### config.mk
export PLATFORM = sky130hd
export DESIGN_NAME = psm_pin_status_manager
export DESIGN_NICKNAME = d
export VERILOG_FILES = /design/src/psm_pkg.sv /design/src/psm_pin_status_manager.sv
export SDC_FILE = /design/constraint.sdc
export NUM_CORES = 1
export LEC_CHECK = 0
export BUFFER_PORTS_ARGS = -buffer_cell sky130_fd_sc_hd__buf_2
export CAP_MARGIN = 20
export CELL_PAD_IN_SITES_DETAIL_PLACEMENT = 0
export CELL_PAD_IN_SITES_GLOBAL_PLACEMENT = 1
export CORE_MARGIN = 4
export CORE_UTILIZATION = 25
export CTS_BUF_LIST = sky130_fd_sc_hd__clkbuf_4
export CTS_CLUSTER_DIAMETER = 200
export DETAILED_ROUTE_END_ITERATION = 10
export PLACE_DENSITY = 0.58
export SYNTH_ARGS = -nofsm -noshare
export SYNTH_HDL_FRONTEND = slang
export SYNTH_SLANG_ARGS = --single-unit
### constraint.sdc
create_clock -name i_clk_sys -period 2.4 [get_ports i_clk_sys]
set_input_delay 0.24 -clock i_clk_sys [delete_from_list [all_inputs] [get_ports i_clk_sys]]
set_output_delay 0.24 -clock i_clk_sys [all_outputs]
set_load 0.01 [all_outputs]
### src/psm_pkg.sv
package psm_pkg;
    localparam int PIN_W = 32;
    localparam int ADDR_W = 4;
    localparam logic [ADDR_W-1:0] OFF_CTRL = 4'h0;
    localparam logic [ADDR_W-1:0] OFF_PIN = 4'h1;
    localparam logic [ADDR_W-1:0] OFF_UNBLK = 4'h2;
    localparam logic [ADDR_W-1:0] OFF_VALUE = 4'h3;
    localparam logic [ADDR_W-1:0] OFF_CMD = 4'h4;
    localparam logic [ADDR_W-1:0] OFF_STAT = 4'h5;
    localparam logic [ADDR_W-1:0] OFF_IRQ_ST = 4'h6;
    localparam logic [ADDR_W-1:0] OFF_IRQ_CLR = 4'h7;
    localparam logic [ADDR_W-1:0] OFF_IRQ_EN = 4'h8;
    localparam logic [ADDR_W-1:0] OFF_ABORT = 4'h9;
    localparam logic [1:0] FAIL_LIMIT = 2'h3;
    localparam logic [7:0] QUAL_USE = 8'h08;
    localparam logic [7:0] QUAL_RST = 8'h00;
    localparam logic [31:0] RD_UNMAPPED = 32'h0000_0000;
    localparam int CTRL_ALLOW = 0;
    localparam int CTRL_ALT_EN = 1;
    localparam int IRQ_OK = 0;
    localparam int IRQ_FAIL = 1;
    localparam int IRQ_BLOCK = 2;
    localparam int IRQ_W = 3;

    typedef enum logic [2:0] {
        PSM_CMD_NONE = 3'h0,
        PSM_CMD_DIS = 3'h1,
        PSM_CMD_DIS_REPL = 3'h2,
        PSM_CMD_ENA = 3'h3,
        PSM_CMD_UNBLK = 3'h4,
        PSM_CMD_VERIFY = 3'h5
    } psm_cmd_t;

    typedef enum logic [1:0] {
        PSM_IDLE = 2'b00,
        PSM_EXEC = 2'b01,
        PSM_DONE = 2'b11
    } psm_fsm_t;

    typedef struct packed {
        logic [ADDR_W-1:0] address;
        logic              read;
        logic              write;
        logic [31:0]       writedata;
    } psm_avs_req_t;

    typedef struct packed {
        logic [31:0] readdata;
        logic        waitrequest;
    } psm_avs_rsp_t;

    typedef struct packed {
        psm_fsm_t          fsm;
        psm_cmd_t          cmd;
        logic              allow;
        logic              alt_en;
        logic [PIN_W-1:0]  pin;
        logic [PIN_W-1:0]  unblk;
        logic [PIN_W-1:0]  value;
        logic              pin_en;
        logic              pin_blk;
        logic              unblk_blk;
        logic [1:0]        pin_fails;
        logic [1:0]        unblk_fails;
        logic [7:0]        alt_qual;
        logic              access;
        logic              last_ok;
        logic              done;
        logic [IRQ_W-1:0]  irq_st;
        logic [IRQ_W-1:0]  irq_en;
        logic              ack;
        logic [31:0]       rdata;
    } psm_state_t;
endpackage

### src/psm_pin_status_manager.sv
// The implementer's own choices: the address map and the Avalon-MM slave port.
`timescale 1ns/10ps
module psm_pin_status_manager (
    // clock and reset
    input  wire logic                  i_clk_sys,
    input  wire logic                  i_nrst,
    // avalon-mm slave
    input  wire psm_pkg::psm_avs_req_t i_avs,
    output      psm_pkg::psm_avs_rsp_t o_avs,
    // status
    output      logic                  o_irq,
    output      logic                  o_access,
    output      logic                  o_pin_blocked
);
    import psm_pkg::*;

    psm_state_t s_q;
    psm_state_t s_d;
    logic       req;
    logic       match_pin;
    logic       match_unb;
    logic       ok;
    logic       fail;
    logic       touched;

    assign req = i_avs.read | i_avs.write;
    assign match_pin = (s_q.value == s_q.pin);
    assign match_unb = (s_q.value == s_q.unblk);

    always_comb begin
        s_d = s_q;
        s_d.ack = 1'b0;
        s_d.done = 1'b0;
        ok = 1'b0;
        fail = 1'b0;
        touched = 1'b0;
        case (s_q.fsm)
            PSM_IDLE: begin
                if (s_q.cmd != PSM_CMD_NONE) begin
                    s_d.fsm = PSM_EXEC;
                end
            end
            PSM_EXEC: begin
                s_d.fsm = PSM_DONE;
                case (s_q.cmd)
                    PSM_CMD_DIS, PSM_CMD_DIS_REPL: begin
                        if (!s_q.allow || !s_q.pin_en || s_q.pin_blk) begin
                            fail = 1'b0;
                            s_d.last_ok = 1'b0;
                        end else if (s_q.cmd == PSM_CMD_DIS_REPL && !s_q.alt_en) begin
                            s_d.last_ok = 1'b0;
                        end else begin
                            touched = 1'b1;
                            if (match_pin) begin
                                ok = 1'b1;
                                s_d.pin_en = 1'b0;
                                if (s_q.cmd == PSM_CMD_DIS_REPL) begin
                                    s_d.alt_qual = QUAL_USE;
                                end
                            end else begin
                                fail = 1'b1;
                            end
                        end
                    end
                    PSM_CMD_ENA: begin
                        if (!s_q.allow || s_q.pin_en || s_q.pin_blk) begin
                            s_d.last_ok = 1'b0;
                        end else begin
                            touched = 1'b1;
                            if (match_pin) begin
                                ok = 1'b1;
                                s_d.pin_en = 1'b1;
                            end else begin
                                fail = 1'b1;
                            end
                        end
                    end
                    PSM_CMD_VERIFY: begin
                        if (s_q.pin_blk) begin
                            s_d.last_ok = !s_q.pin_en;
                        end else if (!s_q.pin_en) begin
                            s_d.last_ok = 1'b1;
                            s_d.access = 1'b1;
                        end else begin
                            touched = 1'b1;
                            ok = match_pin;
                            fail = !match_pin;
                        end
                    end
                    PSM_CMD_UNBLK: begin
                        // runs regardless of pin block state
                        if (s_q.unblk_blk) begin
                            s_d.last_ok = 1'b0;
                            s_d.irq_st[IRQ_FAIL] = 1'b1;
                        end else if (match_unb) begin
                            s_d.pin_blk = 1'b0;
                            s_d.pin_fails = 2'h0;
                            s_d.unblk_fails = 2'h0;
                            s_d.last_ok = 1'b1;
                            s_d.access = 1'b1;
                            s_d.irq_st[IRQ_OK] = 1'b1;
                        end else begin
                            s_d.last_ok = 1'b0;
                            s_d.irq_st[IRQ_FAIL] = 1'b1;
                            if (s_q.unblk_fails == FAIL_LIMIT - 2'h1) begin
                                s_d.unblk_blk = 1'b1;
                            end else begin
                                s_d.unblk_fails = s_q.unblk_fails + 2'h1;
                            end
                        end
                    end
                    default: s_d.last_ok = 1'b0;
                endcase
                if (touched && ok) begin
                    s_d.last_ok = 1'b1;
                    s_d.pin_fails = 2'h0;
                    s_d.access = 1'b1;
                    s_d.irq_st[IRQ_OK] = 1'b1;
                end
                if (touched && fail) begin
                    s_d.last_ok = 1'b0;
                    s_d.irq_st[IRQ_FAIL] = 1'b1;
                    if (s_q.pin_fails == FAIL_LIMIT - 2'h1) begin
                        s_d.pin_blk = 1'b1;
                        s_d.irq_st[IRQ_BLOCK] = 1'b1;
                        if (s_q.pin_en) begin
                            s_d.access = 1'b0;
                        end
                    end else begin
                        s_d.pin_fails = s_q.pin_fails + 2'h1;
                    end
                end
                // procedures that end without a compare still report their outcome
                if (!touched && s_q.cmd != PSM_CMD_UNBLK) begin
                    if (s_d.last_ok) begin
                        s_d.irq_st[IRQ_OK] = 1'b1;
                    end else begin
                        s_d.irq_st[IRQ_FAIL] = 1'b1;
                    end
                end
            end
            PSM_DONE: begin
                s_d.fsm = PSM_IDLE;
                s_d.cmd = PSM_CMD_NONE;
                s_d.done = 1'b1;
            end
            default: s_d.fsm = PSM_IDLE;
        endcase

        // bus: one wait cycle per access so read data come from a flop
        if (req && !s_q.ack) begin
            s_d.ack = 1'b1;
            s_d.rdata = RD_UNMAPPED;
            if (i_avs.read) begin
                case (i_avs.address)
                    OFF_CTRL: s_d.rdata = {30'h0, s_q.alt_en, s_q.allow};
                    OFF_PIN: s_d.rdata = RD_UNMAPPED; // secret values never read back
                    OFF_CMD: s_d.rdata = {29'h0, s_q.cmd};
                    // busy covers a command that is latched but not yet started
                    OFF_STAT: s_d.rdata = {14'h0, s_q.alt_qual, s_q.unblk_fails,
                        s_q.pin_fails, s_q.last_ok, s_q.access, s_q.unblk_blk,
                        s_q.pin_blk, s_q.pin_en,
                        (s_q.fsm != PSM_IDLE || s_q.cmd != PSM_CMD_NONE)};
                    OFF_IRQ_ST: s_d.rdata = {29'h0, s_q.irq_st};
                    OFF_IRQ_EN: s_d.rdata = {29'h0, s_q.irq_en};
                    default: s_d.rdata = RD_UNMAPPED;
                endcase
            end else begin
                case (i_avs.address)
                    OFF_CTRL: begin
                        s_d.allow = i_avs.writedata[CTRL_ALLOW];
                        s_d.alt_en = i_avs.writedata[CTRL_ALT_EN];
                    end
                    OFF_PIN: s_d.pin = i_avs.writedata[PIN_W-1:0];
                    OFF_UNBLK: s_d.unblk = i_avs.writedata[PIN_W-1:0];
                    OFF_VALUE: s_d.value = i_avs.writedata[PIN_W-1:0];
                    OFF_CMD: begin
                        if (s_q.fsm == PSM_IDLE && s_q.cmd == PSM_CMD_NONE) begin
                            s_d.cmd = psm_cmd_t'(i_avs.writedata[2:0]);
                        end
                    end
                    OFF_IRQ_CLR: begin
                        // set wins over clear for bits not already set: new events on them are ored back below
                        s_d.irq_st = (s_q.irq_st & ~i_avs.writedata[IRQ_W-1:0])
                            | (s_d.irq_st & ~s_q.irq_st);
                    end
                    OFF_IRQ_EN: s_d.irq_en = i_avs.writedata[IRQ_W-1:0];
                    OFF_ABORT: begin
                        // abort drops a pending procedure before it executes
                        if (s_q.fsm != PSM_EXEC) begin
                            s_d.cmd = PSM_CMD_NONE;
                            s_d.fsm = PSM_IDLE;
                            s_d.access = 1'b0;
                            s_d.last_ok = 1'b0;
                        end
                    end
                    default: ;
                endcase
            end
        end
    end

    always_ff @(posedge i_clk_sys) begin
        if (!i_nrst) begin
            s_q <= '0;
            s_q.allow <= 1'b1;
            s_q.pin_en <= 1'b1;
            s_q.alt_en <= 1'b1;
            s_q.alt_qual <= QUAL_RST;
        end else begin
            s_q <= s_d;
        end
    end

    assign o_avs.waitrequest = req & ~s_q.ack;
    assign o_avs.readdata = s_q.rdata;
    assign o_irq = |(s_q.irq_st & s_q.irq_en);
    assign o_access = s_q.access;
    assign o_pin_blocked = s_q.pin_blk;
endmodule // psm_pin_status_manager

---- Word level (Yosys, flattened, before mapping) ----
Cells that the tools add are included.
cells by class
  mux-type cells .......................... 95
  $add $sub $neg .......................... 2
  reduce and logical (&&, ||, !) cells .... 34
  bitwise gates (word level) .............. 13
  equality and inequality tests ........... 28
operators by type and width
  cell                                            count
  two-way mux 103 bit                             2
  two-way mux 32 bit                              3
  case mux 14 bit (5 select lines)                1
  == test 32 bit                                  2
  two-way mux 1 bit                               49
  two-way mux 2 bit                               21
  two-way mux 39 bit                              1
  two-way mux 6 bit                               3
  == test 4 x 3 -> 1 bit (second input constant)  4
  two-way mux 3 bit                               5
  AND reduction 3 bit                             5
  two-way mux 14 bit                              1
  inequality test 2 bit (second input constant)   6
  AND 3 bit                                       3
  case mux 1 bit (3 select lines)                 3
  == test 4 x 2 -> 1 bit (second input constant)  2
  == test 4 bit (second input constant)           2
  AND reduction 7 bit                             1
  == test 2 bit (second input constant)           3
  == test 3 x 2 -> 1 bit (second input constant)  2
  == test 3 bit (second input constant)           2
  logical AND 1 bit                               6
  logical NOT 1 bit                               6
  inverter 3 bit                                  2
  26 further kinds                                37
word-level totals
  register bits ........................... 152
  output and inout bits ................... 36
  input port bits ......................... 40

---- Depth between registers and ports, before layout ----
Gate-level depths: netlist of run 1.
  depth in word-level cells ............... 20
  gate-level depth with buffers ........... 8
  depth with buffers taken out ............ 6

---- Worst setup path before layout of run 1 ----
No wires, ideal clock.
  kind .................................... reg-to-reg
  from .................................... register s_q[157] (netlist name)
  to ...................................... register s_q[53] (netlist name)
  path buffers ............................ 1
  clock period less this slack ............ 1,861 ps
  arrival time ............................ 1,787 ps
  stages on the path, launching flop included .. 7
  setup slack ............................. 539 ps
  required time ........................... 2,326 ps
  cells stage by stage .................... dfxtp_1 buf_6 or3b_4 a311oi_4 a21oi_2 or4_1 a31oi_1
on the way
  longest elaborated chain between the ends .. 10
  elaborated cells between the ends (all ways) .. 25
RTL lines
  item                             RTL line                                                    text
  start, declared                  psm_pin_status_manager.sv:17                                psm_state_t s_q;
  == test 3 x 2 -> 1 bit           psm_pin_status_manager.sv:45, psm_pin_status_manager.sv:50
  logical AND 1 bit                psm_pin_status_manager.sv:50                                end else if (s_q.cmd == PSM_CMD_DIS_REPL && !s_q.alt_en) begin
  two-way mux 1 bit                psm_pin_status_manager.sv:50
  two-way mux 1 bit                psm_pin_status_manager.sv:47                                if (!s_q.allow || !s_q.pin_en || s_q.pin_blk) begin
  case mux 1 bit (3 select lines)  psm_pin_status_manager.sv:45                                case (s_q.cmd)
  two-way mux 1 bit                psm_pin_status_manager.sv:37                                case (s_q.fsm)
  logical AND 1 bit                psm_pin_status_manager.sv:114                               if (touched && ok) begin
  two-way mux 2 bit                psm_pin_status_manager.sv:114
  two-way mux 2 bit                psm_pin_status_manager.sv:123                               if (s_q.pin_fails == FAIL_LIMIT - 2'h1) begin
  two-way mux 2 bit *              psm_pin_status_manager.sv:120                               if (touched && fail) begin
Mark *: on every way between the ends. The rest lies on a longest branch, timed or not. The select of a mux whose other input is x is not followed.
A chain may end at the register's enable or synchronous reset.

---- Worst setup path after layout of run 1 ----
  from .................................... register s_q[79] (netlist name)
  to ...................................... register s_q[37] (netlist name)
on the way
  longest elaborated chain between the ends .. 18
  elaborated cells between the ends (all ways) .. 39
RTL lines
  item                             RTL line                                                    text
  == test 32 bit                   psm_pin_status_manager.sv:27                                assign match_pin = (s_q.value == s_q.pin);
  two-way mux 1 bit                psm_pin_status_manager.sv:54, psm_pin_status_manager.sv:70
  two-way mux 1 bit                psm_pin_status_manager.sv:50
  two-way mux 1 bit                psm_pin_status_manager.sv:47
  case mux 1 bit (3 select lines)  psm_pin_status_manager.sv:45
  two-way mux 1 bit                psm_pin_status_manager.sv:37
  logical AND 1 bit                psm_pin_status_manager.sv:114
  two-way mux 2 bit                psm_pin_status_manager.sv:114
  (+2 left out)                    --
  two-way mux 1 bit                psm_pin_status_manager.sv:135                               if (s_d.last_ok) begin
  two-way mux 2 bit *              psm_pin_status_manager.sv:134                               if (!touched && s_q.cmd != PSM_CMD_UNBLK) begin
  two-way mux 3 bit *              psm_pin_status_manager.sv:37
  AND 3 bit                        psm_pin_status_manager.sv:185                               | (s_d.irq_st & ~s_q.irq_st);
  bitwise OR 3 bit                 psm_pin_status_manager.sv:185
  two-way mux 3 bit                psm_pin_status_manager.sv:169                               case (i_avs.address)
  two-way mux 6 bit                psm_pin_status_manager.sv:154                               if (i_avs.read) begin
  two-way mux 39 bit *             psm_pin_status_manager.sv:151                               if (req && !s_q.ack) begin
Marked as above.

==> metrics, run 1 <==
Die Area=26,860 sq um; worst path required time=2.85 ns; Post-Syn Area per Cell=7.880 sq um; PwrDens=548.7 nW/um^2; DR iter-0 viols=365; Num Clock Sinks=131; # Post-CTS Setup Buffers=0; relative slew slack=0.6568; Final Hold Fails=0; DRT antenna net count=0; share of cells above drive strength 1=0.1321; startpoint types=register; Async S/R FF share, synth=0; count of cell types in the netlist=56; clk_skew=0.01764 ns; first-pass GRT wire length=27,950 microns; Nets=877; Final Critical Period=2.114 ns; DP HPWL=11,580 microns; antenna diode count=0; clock latency on the worst-skew pair=0.55 ns; Routed wire per std cell=15.08 microns; top cell type's share of synthesized area=0.4316; Max Slew Vio Count=0; sequential area share after synthesis=0.4316; starting density of the core=0.2566; DR pass1 iterations=4; unrepaired setup endpoints after global routing=no; # port buffers=54; Commonest cells post-synth=nand2_1 (217), dfxtp_1 (131), a21oi_1 (110); VDD IR-drop max=0.0003134 V; depth of the CTS H-tree=4; Finished Core Util=0.3021; Die Wd=163.9 microns; Slew @ Worst Pin=0.5149 ns; CTS tree=yes; leakage=2.465 nW; Final Wtd Congestion=0.7729; Peak Freq=473.0 MHz; CTS Buf Count=17; initial antenna violation count=0; Vias=5,185; Area contributors post-synth=dfxtp_1 (43%), nand2_1 (13%), xnor2_1 (9.2%); I/O pin total=76; Hold Path Class=in2reg; # rows=56; Yosys warning count=0; Max-cap violations=0; largest net degree at the start of global routing=105; vias in the first global route=5,043; Die Span Y=163.9 microns; clock slew at reported path FFs=0.11 ns; Max FO, Critical Path=5; fill count=2,643; Fin Setup TNS=0 ns; cell taking the most area after synthesis=dfxtp_1; critical path capture point type=register; CP Class=reg2reg; EDFF count, synth=0; routed wire length=17,590 microns; register bit total from synthesis=131; DR vias/cell=4.443; final total power=3.926 mW; global route overflow=0; CP Data Arrival Time=2.56 ns; Cells after Synth=771; gr usage total=0.1334; Most used DFF post-synth=dfxtp_1; Clock Tree Root=clkbuf_4; dominant cell by count in the synthesized netlist=nand2_1; Synth Cell Area=6076 sq um; Setup violations, final=0; drt drc=0; Core Box Area=23,680 sq um; Area growth syn-to-layout=17.75%; Clock Tree Buf Depth=2; status=completed; Final Cycle Share=0.8809
## path summary, 6_finish.rpt
kind                               start       end  slack (ns)  cells after the start
worst max-delay path             s_q[79]   s_q[37]        0.29                      7
worst min-delay path            i_avs[1]  s_q[122]        0.05                      3
worst max register to register   s_q[79]   s_q[37]        0.29                      7
worst min register to register  o_avs[3]  o_avs[3]        0.46                      2
## state kept, by name (all words and copies together) (netlist names)
name and flops:
o_avs 11, s_q 118, o_access 1, o_pin_blocked 1
## critical path, cell delays in order (launching register included)
cell      delay, ns
dfxtp_1        0.40
xnor2_1        0.16
nand4_1        0.23
nor4_2         0.33
buf_4          0.17
and2_0         0.27
a2bb2o_4       0.25
a32o_1         0.20
## layout by cell type, fill, tap and decap left out, types with 4 or more instances in the layout
| master | count |
|---|---|
| nand2b_1 | 5 |
| nand4_1 | 17 |
| nand3_1 | 14 |
| dlygate4sd3_1 | 32 |
| inv_1 | 9 |
| buf_12 | 4 |
| clkinv_2 | 4 |
| dfxtp_1 | 131 |
| nor2_1 | 26 |
| nor3_1 | 5 |
| buf_2 | 54 |
| mux2i_1 | 6 |
| or4_1 | 4 |
| nor2b_1 | 4 |
| xnor2_1 | 64 |
| clkinvlp_4 | 4 |
| nor4_1 | 6 |
| nand2_1 | 217 |
| nor3b_1 | 5 |
| a22oi_1 | 12 |
| a21oi_1 | 110 |
| or3_1 | 5 |
| o21ai_0 | 11 |
| conb_1 | 21 |
| buf_4 | 14 |
| clkbuf_4 | 21 |
## what timing repair did
action | in CTS | in global routing
endpoints found under the setup margin | 0 | 3
hold endpoints to repair | 94 | 0
gates resized for setup | 0 | 1
hold buffers | 32 | 0
## final cells by class
class	count	area, sq um	share of cell area
Multi-Input combinational cell	572	3073	0.4295
Sequential cell	131	2623	0.3666
Timing Repair Buffer	104	775.7	0.1084
Tap cell	319	399.1	0.05579
Clock buffer	21	157.7	0.02204
Clock inverter	10	87.58	0.01224
Inverter	10	38.79	0.005421
## per-stage QoR
| step | setup WS (ns) | hold WS (ns) | instances | instance area [sq um] |
|---|---|---|---|---|
| 3_3_place_gp | 0.1743 | 0.4504 | 1104 | 6583 |
| 2_1_floorplan | 0.5389 | 0.3760 | 791 | 6151 |
| 3_5_place_dp | 0.1572 | 0.4501 | 1104 | 6583 |
| 4_1_cts | 0.1195 | 0.02762 | 1167 | 7148 |
| 5_1_grt | 0.09021 | 0.05389 | 1167 | 7154 |
| 6_report | 0.2860 | 0.05385 | 1167 | 7154 |
## per-layer routing
layer  up-vias  wire (microns)  global-route usage
li1       2663               -                   -
met3        23             641             0.02735
met5         -               0                   0
met4         0             240             0.03431
met2       106            7952              0.2133
met1      2393            8759              0.1842
## report_power, final
group          switching (mW)  internal [mW]  leakage (nW)
sequential             0.0131           2.19          1.06
combinational           0.199          0.140          1.28
clock                   0.842          0.545         0.129
## kinds of logic after synthesis
logic type | synth area share
other | 0.0006172
adders and majority gates | 0.002059
xor gates and xnor gates | 0.09226
AOI/OAI and AO/OA | 0.1499
DFF | 0.4316
muxes | 0.009885
buffers and inverters | 0.07805
and+or+nand+nor | 0.2356
(Power assumes the default switching activity.)
==> run 2, diff against run 1 <==
- REMOVE_ABC_BUFFERS: default -> 1
==> metrics, run 2 (synthesized netlist as in run 1, its figures left out) <==
status=completed; Hold Path Class=in2reg; I/O pin total=76; unrepaired setup endpoints after global routing=no; commonest non-fill, non-tap cell in the layout=nand2_1; Largest Register=s_q; DRT antenna net count=0; largest net degree at the start of global routing=70; DR vias/cell=4.412; Final Hold Fails=0; # rows=56; Routed wire per std cell=14.44 microns; Clock Tree Buf Depth=2; Die Wd=163.9 microns; PwrDens=552.8 nW/um^2; DP Worst Slack=0.3380 ns; Setup violations, final=0; DP HPWL=11,140 microns; leakage=2.483 nW; Nets=878; worst path required time=2.84 ns; Num Clock Sinks=131; startpoint types=register; CTS Buf Count=17; Setup WS post-layout=0.3383 ns; drt drc=0; Finished Core Util=0.3031; Die Area=26,860 sq um; gr usage total=0.1274; Largest register FFs=118; Final Wtd Congestion=0.7529; area of the multi-input gates=3067 sq um; register area=2623 sq um; CTS tree=yes; initial antenna violation count=1; routed wire length=16,900 microns; most frequent cells in the layout=nand2_1 (217), dfxtp_1 (131), a21oi_1 (110), xnor2_1 (64), buf_2 (54); first-pass GRT wire length=26,940 microns; Core Box Area=23,680 sq um; depth of the CTS H-tree=4; # Post-CTS Setup Buffers=0; Max-cap violations=0; clock slew at reported path FFs=0.13 ns; CP Class=reg2reg; Peak Freq=485.0 MHz; DR iter-0 viols=288; fill count=2,659; clock latency on the worst-skew pair=0.54 ns; Final Critical Period=2.062 ns; Area growth syn-to-layout=18.14%; Vias=5,162; share of cells above drive strength 1=0.1341; clk_skew=0.02020 ns; CP Data Arrival Time=2.50 ns; Clock Tree Root=clkbuf_4; Final Cycle Share=0.8591; critical path capture point type=register; Max FO, Critical Path=7; # port buffers=54; DP Cell Count=1,105; starting density of the core=0.2566; VDD IR-drop max=0.0002624 V; vias in the first global route=4,932; Die Span Y=163.9 microns; Max Slew Vio Count=0; global route overflow=0; DR pass1 iterations=4; Non-Filler Instances=1,170
==> run 2: changes by cell type in the layout (fill, tap and decap cells not counted), sizes merged <==
cell / change
clkbuf: -3
clkinvlp: -2
diode: +1
inv: +4
buf: +1
clkinv: +2
==> run 2: area by class of cell <==
type,instances,area share
antenna,1,0.0003486
clock buffer,18,0.01883
sequential,131,0.3653
clock inverter,14,0.01813
inverter,10,0.005404
timing repair buffer,105,0.1091
multi-input combinational,572,0.4272
tap,319,0.05560
==> run 2: worst paths after layout <==
| check | depth (start not counted) | slack (ns) | from | to |
|---|---|---|---|---|
| max reg2reg | 8 | 0.34 | s_q[87] | s_q[37] |
| min | 3 | 0.07 | i_avs[1] | s_q[90] |
| min reg2reg | 2 | 0.46 | o_avs[1] | o_avs[1] |
| max | 8 | 0.34 | s_q[87] | s_q[37] |
==> run 2: power breakdown <==
part,internal [mW],switching (mW)
Clock,0.538,0.898
Sequential,2.19,0.0127
Combinational,0.136,0.196
==> run 2: routing by layer <==
| metal | GRT usage | vias to the layer above | share of wire |
|---|---|---|---|
| met3 | 0.02785 | 6 | 0.040 |
| met2 | 0.1982 | 94 | 0.46 |
| met1 | 0.1797 | 2388 | 0.49 |
| met5 | 0 | - | 0 |
| li1 | - | 2674 | - |
| met4 | 0.03164 | 0 | 0.0076 |
==> run 2: metrics by stage <==
| stage | area (sq um) | power (mW) | TNS (ns) | hold slack [ns] |
|---|---|---|---|---|
| finish | 7178 | 3.968 | 0 | 0.06735 |
| floorplan | 5714 | 2.382 | -31.62 | 0.3118 |
| detailed placement | 6590 | 2.543 | 0 | 0.4460 |
| global route | 7178 | 4.176 | 0 | 0.01307 |
| global placement | 6590 | 2.546 | 0 | 0.4405 |
| CTS | 7176 | 4.048 | 0 | 0.005806 |
==> run 2: critical path: stages, from the launching register on <==
cell and delay, ns:
dfxtp_1 0.36, xnor2_1 0.30, nand4_1 0.14, nor4_1 0.27, buf_4 0.19, and2_0 0.12
buf_4 0.14, a2bb2o_4 0.23, a32o_1 0.20
==> run 2: repair_timing <==
action	CTS	global route
hold endpoints to repair	95	0
resized for setup	0	0
hold buffers	32	0
